==> src/hw/rxmb_cfg.svh <==
// constants of the receive buffer state control block
`ifndef RXMB_CFG_SVH
`define RXMB_CFG_SVH
`define RXMB_NUM_BUF      8
`define RXMB_MAX_CLAIMS   2
`define RXMB_MAX_CLAIMS_2CH 1
`define RXMB_EDS_RESET    1'b0
`define RXMB_LOCK_STATE_BIT_RESET   1'b0
`endif

==> src/hw/rxmb_pkg.sv <==
// types of the receive buffer state control block
package rxmb_pkg;
    typedef enum logic [3:0] {
        RXMB_DISABLED       = 4'h0,
        RXMB_IDLE           = 4'h1,
        RXMB_LOCKED         = 4'h2,
        RXMB_DIS_LOCKED     = 4'h3,
        RXMB_CLAIMED        = 4'h4,
        RXMB_LOCKED_CLAIMED = 4'h5,
        RXMB_RECEIVING      = 4'h6,
        RXMB_LOCKED_RX      = 4'h7,
        RXMB_STATUS_UPD     = 4'h8
    } rxmb_state_e;
endpackage : rxmb_pkg

==> src/hw/rxmb_ctrl.sv <==
// receive message buffer state control: commands, search, events, flags
// Function
// one command per control write, executed at once; ignored commands must be rewritten.
// enable trigger enables when enable bit is 0, disables when it is 1.
// disable in claimed, locked_claimed or receiving is silently dropped.
// lock trigger locks when lock bit is 0, unlocks when it is 1.
// lock while receiving is dropped and sets the lock error flag.
// claim fires when filter matches upcoming slot and current cycle.
// slot, window and combined slot-or-segment begin events from protocol starts.
// status-written fires once the status update engine reports completion.
// module transitions beat software transitions on the same buffer.
// outside receiving, module transition then lock/unlock both apply.
// in idle or locked, claim beats a simultaneous disable.
// in receiving, slot-or-segment begin beats a simultaneous lock.
// search starts at static slot, dynamic minislot and network idle starts.
// a search claims at most two buffers: idle to claimed, locked to locked_claimed.
// with both-channel buffers matching, at most one buffer is claimed.
// among matches on one channel only the lowest number is claimed.
// at next slot start claimed and locked_claimed move to reception.
// buffers in reception keep data and status; frame goes to shadow.
// enable/lock bits report state; disabled states are excluded from search.
// segment begin ends reception; locked case discards and flags frame lost.
// status-written returns status_updating buffers to idle.
// software makes a receive buffer by clearing double-buffer and direction bits.
// enable/disable and lock/unlock move between paired states.
`timescale 1ns/1ps
`include "rxmb_cfg.svh"
module rxmb_ctrl #(
    parameter int N  = `RXMB_NUM_BUF,
    parameter int IW = $clog2(N)
) (
    input  wire logic          clk,
    input  wire logic          reset,
    input  wire logic          cmd_write,
    input  wire logic [IW-1:0] cmd_buf_idx,
    input  wire logic          enable_command_trigger,
    input  wire logic          lock_command_trigger,
    input  wire logic          static_slot_start,
    input  wire logic          dyn_slot_start,
    input  wire logic          minislot_start,
    input  wire logic          symbol_window_start,
    input  wire logic          nit_start,
    input  wire logic [N-1:0]  slot_match,
    input  wire logic [N-1:0]  cycle_match,
    input  wire logic [N-1:0]  chan_a_sel,
    input  wire logic [N-1:0]  chan_b_sel,
    input  wire logic [N-1:0]  double_buffer_select,
    input  wire logic [N-1:0]  tx_direction_select,
    input  wire logic [N-1:0]  status_done,
    input  wire logic          lock_error_clear,
    input  wire logic          frame_lost_clear_a,
    input  wire logic          frame_lost_clear_b,
    output logic      [N-1:0]  enable_state_bit,
    output logic      [N-1:0]  lock_state_bit,
    output logic      [N-1:0]  status_update_req,
    output logic      [N-1:0]  rx_shadow_only,
    output logic               lock_error_flag,
    output logic               frame_lost_flag_a,
    output logic               frame_lost_flag_b,
    output logic               slot_begin_event,
    output logic               window_begin_event,
    output logic               slot_or_segment_begin
);
    rxmb_pkg::rxmb_state_e st [N];
    logic [N-1:0] host_enable;
    logic [N-1:0] host_disable;
    logic [N-1:0] host_lock;
    logic [N-1:0] host_unlock;
    logic [N-1:0] claimable;
    logic [N-1:0] eligible;
    logic [N-1:0] grant_both;
    logic [N-1:0] grant_a;
    logic [N-1:0] grant_b;
    logic [N-1:0] claim_d;
    logic [N-1:0] claim_q;
    logic [N-1:0] receiving_v;
    logic [N-1:0] locked_rx_v;
    logic         search_start;
    logic         one_command;

    // a write holding both triggers is not a single command and is dropped
    assign one_command = cmd_write && (enable_command_trigger ^ lock_command_trigger);

    // claims are made one cycle after the search start
    assign search_start = static_slot_start || minislot_start || nit_start;

    for (genvar i = 0; i < N; i++) begin : g_buf
        logic sel;
        assign sel = one_command && cmd_buf_idx == IW'(i);
        assign host_enable[i]  = sel && enable_command_trigger && !enable_state_bit[i];
        assign host_disable[i] = sel && enable_command_trigger && enable_state_bit[i];
        assign host_lock[i]    = sel && lock_command_trigger && !lock_state_bit[i];
        assign host_unlock[i]  = sel && lock_command_trigger && lock_state_bit[i];
        // only enabled single-buffered receive buffers take part
        assign claimable[i] = (st[i] == rxmb_pkg::RXMB_IDLE || st[i] == rxmb_pkg::RXMB_LOCKED)
                              && !double_buffer_select[i] && !tx_direction_select[i];
        assign eligible[i]    = claimable[i] && slot_match[i] && cycle_match[i];
        assign receiving_v[i] = st[i] == rxmb_pkg::RXMB_RECEIVING;
        assign locked_rx_v[i] = st[i] == rxmb_pkg::RXMB_LOCKED_RX;

        rxmb_buf_fsm u_fsm (
            .clk            (clk),
            .reset          (reset),
            .host_enable    (host_enable[i]),
            .host_disable   (host_disable[i]),
            .host_lock      (host_lock[i]),
            .host_unlock    (host_unlock[i]),
            .claim          (claim_q[i]),
            .slot_begin     (slot_begin_event),
            .seg_begin      (slot_or_segment_begin),
            .status_written (status_done[i]),
            .state_q        (st[i]),
            .enable_state_q (enable_state_bit[i]),
            .lock_state_q   (lock_state_bit[i]),
            .status_upd_q   (status_update_req[i]),
            .rx_active_q    (rx_shadow_only[i])
        );
    end

    // per channel lowest-number pick
    rxmb_pick_lowest #(.N(N)) u_pick_both (
        .req   (eligible & chan_a_sel & chan_b_sel),
        .grant (grant_both)
    );
    rxmb_pick_lowest #(.N(N)) u_pick_a (
        .req   (eligible & chan_a_sel & ~chan_b_sel),
        .grant (grant_a)
    );
    rxmb_pick_lowest #(.N(N)) u_pick_b (
        .req   (eligible & chan_b_sel & ~chan_a_sel),
        .grant (grant_b)
    );

    // one per channel, or a single one when both channels share it
    assign claim_d = (|grant_both) ? grant_both : (grant_a | grant_b);

    always_ff @(posedge clk or posedge reset) begin
        if (reset) begin
            claim_q <= '0;
        end else begin
            claim_q <= search_start ? claim_d : '0;
        end
    end

    // protocol events, registered so claims and slot starts line up
    always_ff @(posedge clk or posedge reset) begin
        if (reset) begin
            slot_begin_event      <= 1'b0;
            window_begin_event    <= 1'b0;
            slot_or_segment_begin <= 1'b0;
        end else begin
            slot_begin_event      <= static_slot_start || dyn_slot_start;
            window_begin_event    <= symbol_window_start || nit_start;
            slot_or_segment_begin <= static_slot_start || dyn_slot_start ||
                                     symbol_window_start || nit_start;
        end
    end

    // sticky error flags: a set in the clear cycle wins
    always_ff @(posedge clk or posedge reset) begin
        if (reset) begin
            lock_error_flag <= 1'b0;
        end else if (|(host_lock & receiving_v)) begin
            lock_error_flag <= 1'b1;
        end else if (lock_error_clear) begin
            lock_error_flag <= 1'b0;
        end
    end

    always_ff @(posedge clk or posedge reset) begin
        if (reset) begin
            frame_lost_flag_a <= 1'b0;
            frame_lost_flag_b <= 1'b0;
        end else begin
            if (slot_or_segment_begin && |(locked_rx_v & chan_a_sel)) begin
                frame_lost_flag_a <= 1'b1;
            end else if (frame_lost_clear_a) begin
                frame_lost_flag_a <= 1'b0;
            end
            if (slot_or_segment_begin && |(locked_rx_v & chan_b_sel)) begin
                frame_lost_flag_b <= 1'b1;
            end else if (frame_lost_clear_b) begin
                frame_lost_flag_b <= 1'b0;
            end
        end
    end
endmodule : rxmb_ctrl

==> src/hw/rxmb_pick_lowest.sv <==
// one-hot grant of the lowest set request bit
`timescale 1ns/1ps
module rxmb_pick_lowest #(
    parameter int N = 8
) (
    input  wire logic [N-1:0] req,
    output logic      [N-1:0] grant
);
    always_comb begin
        grant = '0;
        for (int i = N - 1; i >= 0; i--) begin
            if (req[i]) begin
                grant    = '0;
                grant[i] = 1'b1;
            end
        end
    end
endmodule : rxmb_pick_lowest

==> src/hw/rxmb_buf_fsm.sv <==
// state machine of one receive message buffer
`timescale 1ns/1ps
`include "rxmb_cfg.svh"
module rxmb_buf_fsm (
    input  wire logic            clk,
    input  wire logic            reset,
    input  wire logic            host_enable,
    input  wire logic            host_disable,
    input  wire logic            host_lock,
    input  wire logic            host_unlock,
    input  wire logic            claim,
    input  wire logic            slot_begin,
    input  wire logic            seg_begin,
    input  wire logic            status_written,
    output rxmb_pkg::rxmb_state_e state_q,
    output logic                 enable_state_q,
    output logic                 lock_state_q,
    output logic                 status_upd_q,
    output logic                 rx_active_q
);
    rxmb_pkg::rxmb_state_e mod_st;
    rxmb_pkg::rxmb_state_e state_d;

    // module transitions first
    always_comb begin
        mod_st = state_q;
        case (state_q)
            rxmb_pkg::RXMB_IDLE:           if (claim) mod_st = rxmb_pkg::RXMB_CLAIMED;
            rxmb_pkg::RXMB_LOCKED:         if (claim) mod_st = rxmb_pkg::RXMB_LOCKED_CLAIMED;
            rxmb_pkg::RXMB_CLAIMED:        if (slot_begin) mod_st = rxmb_pkg::RXMB_RECEIVING;
            rxmb_pkg::RXMB_LOCKED_CLAIMED: if (slot_begin) mod_st = rxmb_pkg::RXMB_LOCKED_RX;
            rxmb_pkg::RXMB_RECEIVING:      if (seg_begin) mod_st = rxmb_pkg::RXMB_STATUS_UPD;
            rxmb_pkg::RXMB_LOCKED_RX:      if (seg_begin) mod_st = rxmb_pkg::RXMB_LOCKED;
            rxmb_pkg::RXMB_STATUS_UPD:     if (status_written) mod_st = rxmb_pkg::RXMB_IDLE;
            default:                       mod_st = state_q;
        endcase
    end

    // host command applied to the intermediate state
    always_comb begin
        state_d = mod_st;
        if (host_enable) begin
            case (mod_st)
                rxmb_pkg::RXMB_DISABLED:   state_d = rxmb_pkg::RXMB_IDLE;
                rxmb_pkg::RXMB_DIS_LOCKED: state_d = rxmb_pkg::RXMB_LOCKED;
                default:                   state_d = mod_st;
            endcase
        end else if (host_disable && mod_st == state_q) begin
            case (mod_st) // claimed, locked_claimed, receiving keep state
                rxmb_pkg::RXMB_IDLE:      state_d = rxmb_pkg::RXMB_DISABLED;
                rxmb_pkg::RXMB_LOCKED:    state_d = rxmb_pkg::RXMB_DIS_LOCKED;
                rxmb_pkg::RXMB_LOCKED_RX: state_d = rxmb_pkg::RXMB_DIS_LOCKED;
                default:                  state_d = mod_st;
            endcase
        end else if (host_lock && state_q != rxmb_pkg::RXMB_RECEIVING) begin
            case (mod_st)
                rxmb_pkg::RXMB_IDLE:      state_d = rxmb_pkg::RXMB_LOCKED;
                rxmb_pkg::RXMB_CLAIMED:   state_d = rxmb_pkg::RXMB_LOCKED_CLAIMED;
                rxmb_pkg::RXMB_RECEIVING: state_d = rxmb_pkg::RXMB_LOCKED_RX;
                rxmb_pkg::RXMB_DISABLED:  state_d = rxmb_pkg::RXMB_DIS_LOCKED;
                default:                  state_d = mod_st;
            endcase
        end else if (host_unlock) begin
            case (mod_st)
                rxmb_pkg::RXMB_LOCKED:         state_d = rxmb_pkg::RXMB_IDLE;
                rxmb_pkg::RXMB_LOCKED_CLAIMED: state_d = rxmb_pkg::RXMB_CLAIMED;
                rxmb_pkg::RXMB_LOCKED_RX:      state_d = rxmb_pkg::RXMB_RECEIVING;
                rxmb_pkg::RXMB_DIS_LOCKED:     state_d = rxmb_pkg::RXMB_DISABLED;
                default:                       state_d = mod_st;
            endcase
        end
    end

    always_ff @(posedge clk or posedge reset) begin
        if (reset) begin
            state_q        <= rxmb_pkg::RXMB_DISABLED;
            enable_state_q <= `RXMB_EDS_RESET;
            lock_state_q   <= `RXMB_LOCK_STATE_BIT_RESET;
            status_upd_q   <= 1'b0;
            rx_active_q    <= 1'b0;
        end else begin
            state_q        <= state_d;
            // status bits follow the next state so they never lag it
            enable_state_q <= !(state_d == rxmb_pkg::RXMB_DISABLED ||
                               state_d == rxmb_pkg::RXMB_DIS_LOCKED);
            lock_state_q   <= (state_d == rxmb_pkg::RXMB_LOCKED ||
                               state_d == rxmb_pkg::RXMB_DIS_LOCKED ||
                               state_d == rxmb_pkg::RXMB_LOCKED_CLAIMED ||
                               state_d == rxmb_pkg::RXMB_LOCKED_RX);
            status_upd_q   <= state_d == rxmb_pkg::RXMB_STATUS_UPD;
            // buffer frozen, frame goes to shadow storage only
            rx_active_q    <= (state_d == rxmb_pkg::RXMB_RECEIVING ||
                               state_d == rxmb_pkg::RXMB_LOCKED_RX);
        end
    end
endmodule : rxmb_buf_fsm

==> config.mk <==
export PLATFORM = sky130hd
export DESIGN_NAME = rxmb_ctrl
export DESIGN_NICKNAME = d
export VERILOG_FILES = /design/src/hw/rxmb_pkg.sv /design/src/hw/rxmb_ctrl.sv /design/src/hw/rxmb_pick_lowest.sv /design/src/hw/rxmb_buf_fsm.sv
export VERILOG_INCLUDE_DIRS = /design/src /design/src/hw
export SDC_FILE = /design/constraint.sdc
export NUM_CORES = 1
export LEC_CHECK = 0
export BUFFER_PORTS_ARGS = -buffer_cell sky130_fd_sc_hd__buf_4
export CORE_MARGIN = 2
export CORE_UTILIZATION = 60
export CTS_CLUSTER_SIZE = 16
export DETAILED_ROUTE_END_ITERATION = 7
export PLACE_DENSITY = 0.83
export SLEW_MARGIN = 5
export SYNTH_ARGS = -nofsm -noshare
export SYNTH_HDL_FRONTEND = slang
export SYNTH_HIERARCHICAL = 1
export SYNTH_SLANG_ARGS = --single-unit
export TNS_END_PERCENT = 50
==> constraint.sdc <==
create_clock -name clk -period 3.6 [get_ports clk]
set_input_delay 0.18 -clock clk [delete_from_list [all_inputs] [get_ports clk]]
set_output_delay 0.18 -clock clk [all_outputs]
set_load 0.05 [all_outputs]
## After elaboration in Yosys (flattened, before gate mapping)

Cells that the tools add are included.

- Logic and storage cells: 635
- Input bits: 72
- Bits in registers: 78

- Multiplexer cells: 160
- Bitwise gates (word level): 12
- Equality and inequality tests: 183
- Reductions and logical operators: 233

Operator list:

| kind | number |
|---|---|
| 4-bit by 3-bit == test with 1-bit output (second input constant) | 88 |
| 4-bit 2-to-1 mux | 88 |
| 4-bit case mux with 4 select lines | 16 |
| 4-bit case mux with 7 select lines | 8 |
| 8-bit 2-to-1 mux | 26 |
| 4-bit by 2-bit == test with 1-bit output (second input constant) | 40 |
| 4-bit case mux with 2 select lines | 16 |
| 1-bit logical AND | 107 |
| 8-bit AND | 8 |
| 4-bit by 1-bit == test with 1-bit output (second input constant) | 16 |
| 4-bit == test (second input constant) | 16 |
| 4-bit logical NOT | 16 |
| 1-bit logical OR | 54 |
| 1-bit logical NOT | 40 |
| 4-bit == test | 8 |
| 4-bit by 3-bit inequality test with 1-bit output (second input constant) | 8 |
| 8-bit OR reduction | 4 |
| 8-bit inverter | 2 |
| 2-bit OR reduction | 8 |
| 3-bit == test (second input constant) | 4 |
| 8-bit bitwise OR | 1 |
| 3-bit by 2-bit == test with 1-bit output (second input constant) | 2 |
| 1-bit 2-to-1 mux | 6 |
| 2-bit nonzero test | 3 |
| other kinds (3) | 3 |

## Depth between registers and ports, before layout

- Word-level depth: 19
- Gate-level depth with buffers: 11

## By module

Netlist, hierarchy kept.

By module, submodules not included:

| module | cells an instance | area each (um2) | sequential area each (um2) | times used |
|---|---|---|---|---|
| rxmb_buf_fsm | 83 | 764.5 | 200.2 | 8 |
| rxmb_ctrl | 218 | 1,534.0 | 350.3 | 1 |
| rxmb_pick_lowest | 10 | 83.8 | 0.0 | 3 |

## Least setup slack after synthesis

Ideal clock, no wire load.

- Path type: reg-to-reg
- Start point: reg slot_or_segment_begin
- End point: reg g_buf[7].u_fsm.enable_state_q
- Stages on the path, launching flop included: 9
- Arrival: 3,104 ps
- Buffers on the path: 1
- Setup time: 79 ps
- Clock period less this slack: 3,184 ps
- Path slack: 416 ps
- Data required time: 3,521 ps
- Path through: dfrtp_1 > a21boi_0 > o221ai_1 > and2_1 > buf_6 > a21oi_1 > o311ai_1 > o211a_1 > mux2i_1

- Word-level cells in the longest chain between the ends: 11

Ends and longest elaborated chain:

| element | line | text |
|---|---|---|
| from (decl) | rxmb_ctrl.sv:62 | `output logic slot_or_segment_begin` |
| from (signal assigned) | rxmb_ctrl.sv:154 | `slot_or_segment_begin <= static_slot_start \|\| dyn_slot_start \|\|` |
| 4-bit 2-to-1 mux (on tied branches) | rxmb_buf_fsm.sv:33, rxmb_buf_fsm.sv:32 |  |
| 4-bit case mux with 7 select lines (*) | rxmb_buf_fsm.sv:27 | `case (state_q)` |
| 4-bit by 2-bit == test with 1-bit output, or another cell as far along | rxmb_buf_fsm.sv:43, rxmb_buf_fsm.sv:64 |  |
| 4-bit case mux with 4 select lines | rxmb_buf_fsm.sv:64 | `case (mod_st)` |
| 4-bit 2-to-1 mux | rxmb_buf_fsm.sv:63 | `end else if (host_unlock) begin` |
| 4-bit 2-to-1 mux | rxmb_buf_fsm.sv:55 | `end else if (host_lock && state_q != rxmb_pkg::RXMB_RECEIVING) begin` |
| 4-bit 2-to-1 mux | rxmb_buf_fsm.sv:48 | `end else if (host_disable && mod_st == state_q) begin` |
| 4-bit 2-to-1 mux (*) | rxmb_buf_fsm.sv:42 | `if (host_enable) begin` |
| 4-bit by 2-bit == test with 1-bit output or 4-bit logical NOT (tied branches) | rxmb_buf_fsm.sv:85, rxmb_buf_fsm.sv:84 |  |
| 1-bit logical OR (*) | rxmb_buf_fsm.sv:84 | `enable_state_q <= !(state_d == rxmb_pkg::RXMB_DISABLED \|\|` |
| 1-bit logical NOT (*) | rxmb_buf_fsm.sv:84 |  |
| to (signal assigned) | rxmb_buf_fsm.sv:77 | `` enable_state_q <= `RXMB_EDS_RESET; `` |
| to (signal assigned) | rxmb_buf_fsm.sv:84 |  |
| to (decl) | rxmb_buf_fsm.sv:16 | `output logic enable_state_q,` |

Every way passes the cells marked *; elsewhere a longest branch is shown, timed or not.
A chain may end at the register's enable or synchronous reset.

## Final worst setup path

- Start point: reg slot_or_segment_begin
- End point: reg g_buf[5].u_fsm.lock_state_q

- Word-level cells in the longest chain between the ends: 12

Ends and longest elaborated chain:

| element | line | text |
|---|---|---|
| 4-bit 2-to-1 mux (on tied branches) | rxmb_buf_fsm.sv:33, rxmb_buf_fsm.sv:32 |  |
| 4-bit case mux with 7 select lines (*) | rxmb_buf_fsm.sv:27 |  |
| 4-bit by 2-bit == test with 1-bit output, or another cell as far along | rxmb_buf_fsm.sv:43, rxmb_buf_fsm.sv:64 |  |
| 4-bit case mux with 4 select lines | rxmb_buf_fsm.sv:64 |  |
| 4-bit 2-to-1 mux | rxmb_buf_fsm.sv:63 |  |
| 4-bit 2-to-1 mux | rxmb_buf_fsm.sv:55 |  |
| 4-bit 2-to-1 mux | rxmb_buf_fsm.sv:48 |  |
| 4-bit 2-to-1 mux (*) | rxmb_buf_fsm.sv:42 |  |
| 4-bit by 2-bit == test with 1-bit output (on tied branches) | rxmb_buf_fsm.sv:86, rxmb_buf_fsm.sv:87 |  |
| 1-bit logical OR | rxmb_buf_fsm.sv:86 | `lock_state_q <= (state_d == rxmb_pkg::RXMB_LOCKED \|\|` |
| 1-bit logical OR | rxmb_buf_fsm.sv:87 | `state_d == rxmb_pkg::RXMB_DIS_LOCKED \|\|` |
| 1-bit logical OR (*) | rxmb_buf_fsm.sv:88 | `state_d == rxmb_pkg::RXMB_LOCKED_CLAIMED \|\|` |
| to (signal assigned) | rxmb_buf_fsm.sv:78 | `` lock_state_q <= `RXMB_LOCK_STATE_BIT_RESET; `` |
| to (signal assigned) | rxmb_buf_fsm.sv:86 |  |
| to (decl) | rxmb_buf_fsm.sv:17 | `output logic lock_state_q,` |

Marked as above.

==> qor.yml <==
synth_cells: 912
p_leak_nw: 3.55
syn2layout_area_growth_pct: 13.4
cp-end-kind: "flop"
synth_seq_cells: 78
post-dp-hpwl_um: 15200
path_class: "reg2reg"
finalSetupViolCount: 0
ys_seq_area_share_pct: 24.7
ioPinCount: 110
synthAdderAreaFrac_pct: 0
start_util_pct: 62.1
status: "complete, no violations"
swShare_pct: 23.7
syn-num-nets: 984
hold_start: "frame_lost_clear_a"
synth_ff_type: "dfrtp_1"
synth_top_family_by_area: "simple AND/OR/NAND/NOR gates"
nets: 1071
final.setup.tns_ps: 0
period_needed_ps: 2860
globalplace.congestion: 0.931
core-area_sq_um: 12700
fin_ws_ps: 743
synthMuxAreaShare_pct: 3.17
grt.overflow.total: 0
r2r_slack_ps: 740
async_flop_share_pct: 100
avgSynthCellArea_sq_um: 8.66
clockPowerShare_pct: 47.5
cts_buffers: 9
grt_use_total_pct: 29.6
worstMarginPinSlew_ps: 1130
path_clk_slew_ps: 60
hold_end: "frame_lost_flag_a"
synth_compound_area_share_pct: 27.6
hp-class: "in2reg"
cellPowerDensity_nw_per_um2: 227
clock_latency_ps: 350
ant_nets: 0
p_int_w: 0.00155
drt_iter0_markers: 701
syn_area_sq_um: 7900
vdd_drop_max_mv: 0.208
synthSimpleGateAreaFrac_pct: 35.2
place_ws_ps: 807
period_share_pct: 79.4
clock.fmax_mhz: 350
drive_gt1_share_pct: 24.1
diodes: 0
dieWidth_um: 119
grt_pass1_wl_um: 34000
fill_cells: 1079
worstSetupStartpointType: "flop"
cap_violations: 0
numClockSinks: 78
fin_worst_skew_ps: 5.89
power_frac_seq_pct: 44.2
hold_viol: 0
route.detailed.drc: 0
ys_warn_count: 6
firstDrtPassIters: 5
grt_antenna_before_repair: 0
slew_headroom_pct: 24.0
wirelength_um: 20800
io_buffer_count: 109
via_count: 7507
p_comb_share_pct: 8.3
crit_arrival_ps: 3090
final_max_slew_viol_count: 0
die_h_um: 119
timing.rr.end: "g_buf[5].u_fsm/lock_state_q"
grt_setup_unrepaired: "false"
grt_max_degree: 47
cts_buffer_depth: 2
holdPathStages: 2
die_area_sq_um: 14100
cts_tree: "done"
power_switching_w: 0.000481
cts_root_buffer: "clkbuf_16"
post_cts_resized: 0
post_drt_wl_per_cell_um: 17.7
vias_per_cell: 6.39
synth_edf_count: 0
worstPathMaxFanout: 46
crit_required_ps: 3840
synth_cell_types: 66
reg2regPathDepth: 7
grt_pass1_vias: 6831
htreeDepth: 3
synth_xor_area_share_pct: 1.77
core.rowCount: 41
regToRegStartpoint: "slot_or_segment_begin"
## registers in the layout, summed over array words and instances, names as in the netlist
register,count
g_buf.u_fsm/status_upd_q,8
g_buf.u_fsm/rx_active_q,8
g_buf.u_fsm/state_q,32
frame_lost_flag_b,1
claim_q,8
slot_begin_event,1
window_begin_event,1
slot_or_segment_begin,1
frame_lost_flag_a,1
g_buf.u_fsm/lock_state_q,8
g_buf.u_fsm/enable_state_q,8
lock_error_flag,1
## power groups by stage
stage | clock, W | combinational (W) | sequential, W
floorplan | 0 | 0.0000670 | 0.000910
global placement | 0 | 0.000163 | 0.000913
detailed placement | 0 | 0.000165 | 0.000914
CTS | 0.000977 | 0.000167 | 0.000898
global route | 0.00101 | 0.000181 | 0.000899
finish | 0.000965 | 0.000168 | 0.000898
## layer usage
| layer | share of wire, % | global-route usage [%] | vias to the layer above |
|---|---|---|---|
| met5 | 0 | 0 | - |
| met4 | 2.9 | 11.7 | 0 |
| met3 | 6.1 | 4.25 | 46 |
| met2 | 47 | 47.1 | 283 |
| met1 | 44 | 40.4 | 3591 |
| li1 | - | - | 3587 |
## cells in the final DEF (no fill, tap or decap), types with 9 or more instances in the layout
master	n
nand3_1	20
nor2_1	50
dfrtp_1	77
or3b_1	16
and3b_1	10
a21oi_1	47
clkbuf_16	9
nand2_1	75
xnor2_1	15
a22oi_1	10
nor2b_2	16
o21ai_1	16
o21a_1	16
mux2i_1	16
nor2b_1	26
buf_4	111
and3_1	31
nor4_1	10
o21ai_0	41
nor3b_1	29
nor2_2	9
o211a_1	16
nand4b_1	9
nor4b_1	20
inv_1	70
nand3b_1	26
a21boi_0	16
nor3_1	10
## timing repair
item	4_1_cts	5_1_grt
hold buffers	1	0
setup buffers	0	0
hold endpoints to repair	64	0
## logic make-up (layout without fill, tap and decap cells)
group / Yosys count / after routing
compound gates: 249 / 249
xor+xnor: 16 / 16
buf+inv: 114 / 205
flops: 78 / 78
mux: 24 / 24
simple gates: 431 / 431
## worst max path at each step
| stage | from | to | cells past startpoint |
|---|---|---|---|
| finish | slot_or_segment_begin | g_buf[5].u_fsm/lock_state_q | 7 |
| global route | g_buf[0].u_fsm/state_q[2] | claim_q[0] | 11 |
| CTS | slot_or_segment_begin | g_buf[6].u_fsm/enable_state_q | 7 |
| detailed placement | slot_or_segment_begin | g_buf[5].u_fsm/lock_state_q | 7 |
| global placement | g_buf[2].u_fsm/state_q[2] | claim_q[5] | 11 |
| floorplan | slot_or_segment_begin | g_buf[7].u_fsm/enable_state_q | 8 |
## synth_stat cells, drive strengths merged (9+ instances only)
| cell | n | area [sq um] |
|---|---|---|
| a21boi | 16 | 120 |
| a21oi | 47 | 235 |
| a22oi | 18 | 245 |
| and2 | 11 | 72.6 |
| and3 | 34 | 216 |
| and3b | 13 | 118 |
| and4b | 16 | 190 |
| buf | 35 | 303 |
| dfrtp | 78 | 1950 |
| inv | 78 | 293 |
| mux2i | 16 | 160 |
| nand2 | 75 | 282 |
| nand3 | 21 | 110 |
| nand3b | 26 | 195 |
| nand4b | 9 | 78.8 |
| nor2 | 59 | 244 |
| nor2b | 42 | 303 |
| nor3 | 10 | 50.1 |
| nor3b | 31 | 243 |
| nor4 | 13 | 100 |
| nor4b | 21 | 190 |
| o211a | 16 | 160 |
| o21a | 16 | 120 |
| o21ai | 57 | 285 |
| o22ai | 16 | 210 |
| or3b | 16 | 140 |
| xnor2 | 15 | 131 |
## worst max-delay path, stage by stage, from the launching register on
cell      delay (ps)
dfrtp_2         1070
a21boi_0         240
o221ai_1         260
and2_1           290
nor4b_1          270
o311ai_1         170
o21a_1           150
a311oi_2         290
## layout make-up
class | count | area (sq um) | share of cell area (%)
clock buffer | 12 | 267 | 2.97
tap | 172 | 215 | 2.40
inverter | 78 | 293 | 3.27
sequential | 78 | 1950 | 21.8
timing repair buffer | 112 | 843 | 9.41
clock inverter | 3 | 42.5 | 0.475
multi-input combinational | 720 | 5350 | 59.7
## through the flow
| stage | power, W | instances | area (sq um) | utilization, % | hold WS, ps |
|---|---|---|---|---|---|
| CTS | 0.00204 | 1175 | 8960 | 70.5 | 3.85 |
| floorplan | 0.000977 | 912 | 7900 | - | -4.34 |
| finish | 0.00203 | 1175 | 8960 | 70.5 | 15.7 |
| global route | 0.00209 | 1175 | 8960 | 70.5 | 27.9 |
| global placement | 0.00108 | 1159 | 8640 | 67.9 | 246 |
| detailed placement | 0.00108 | 1159 | 8640 | 67.9 | 245 |
(Power assumes the default switching activity.)
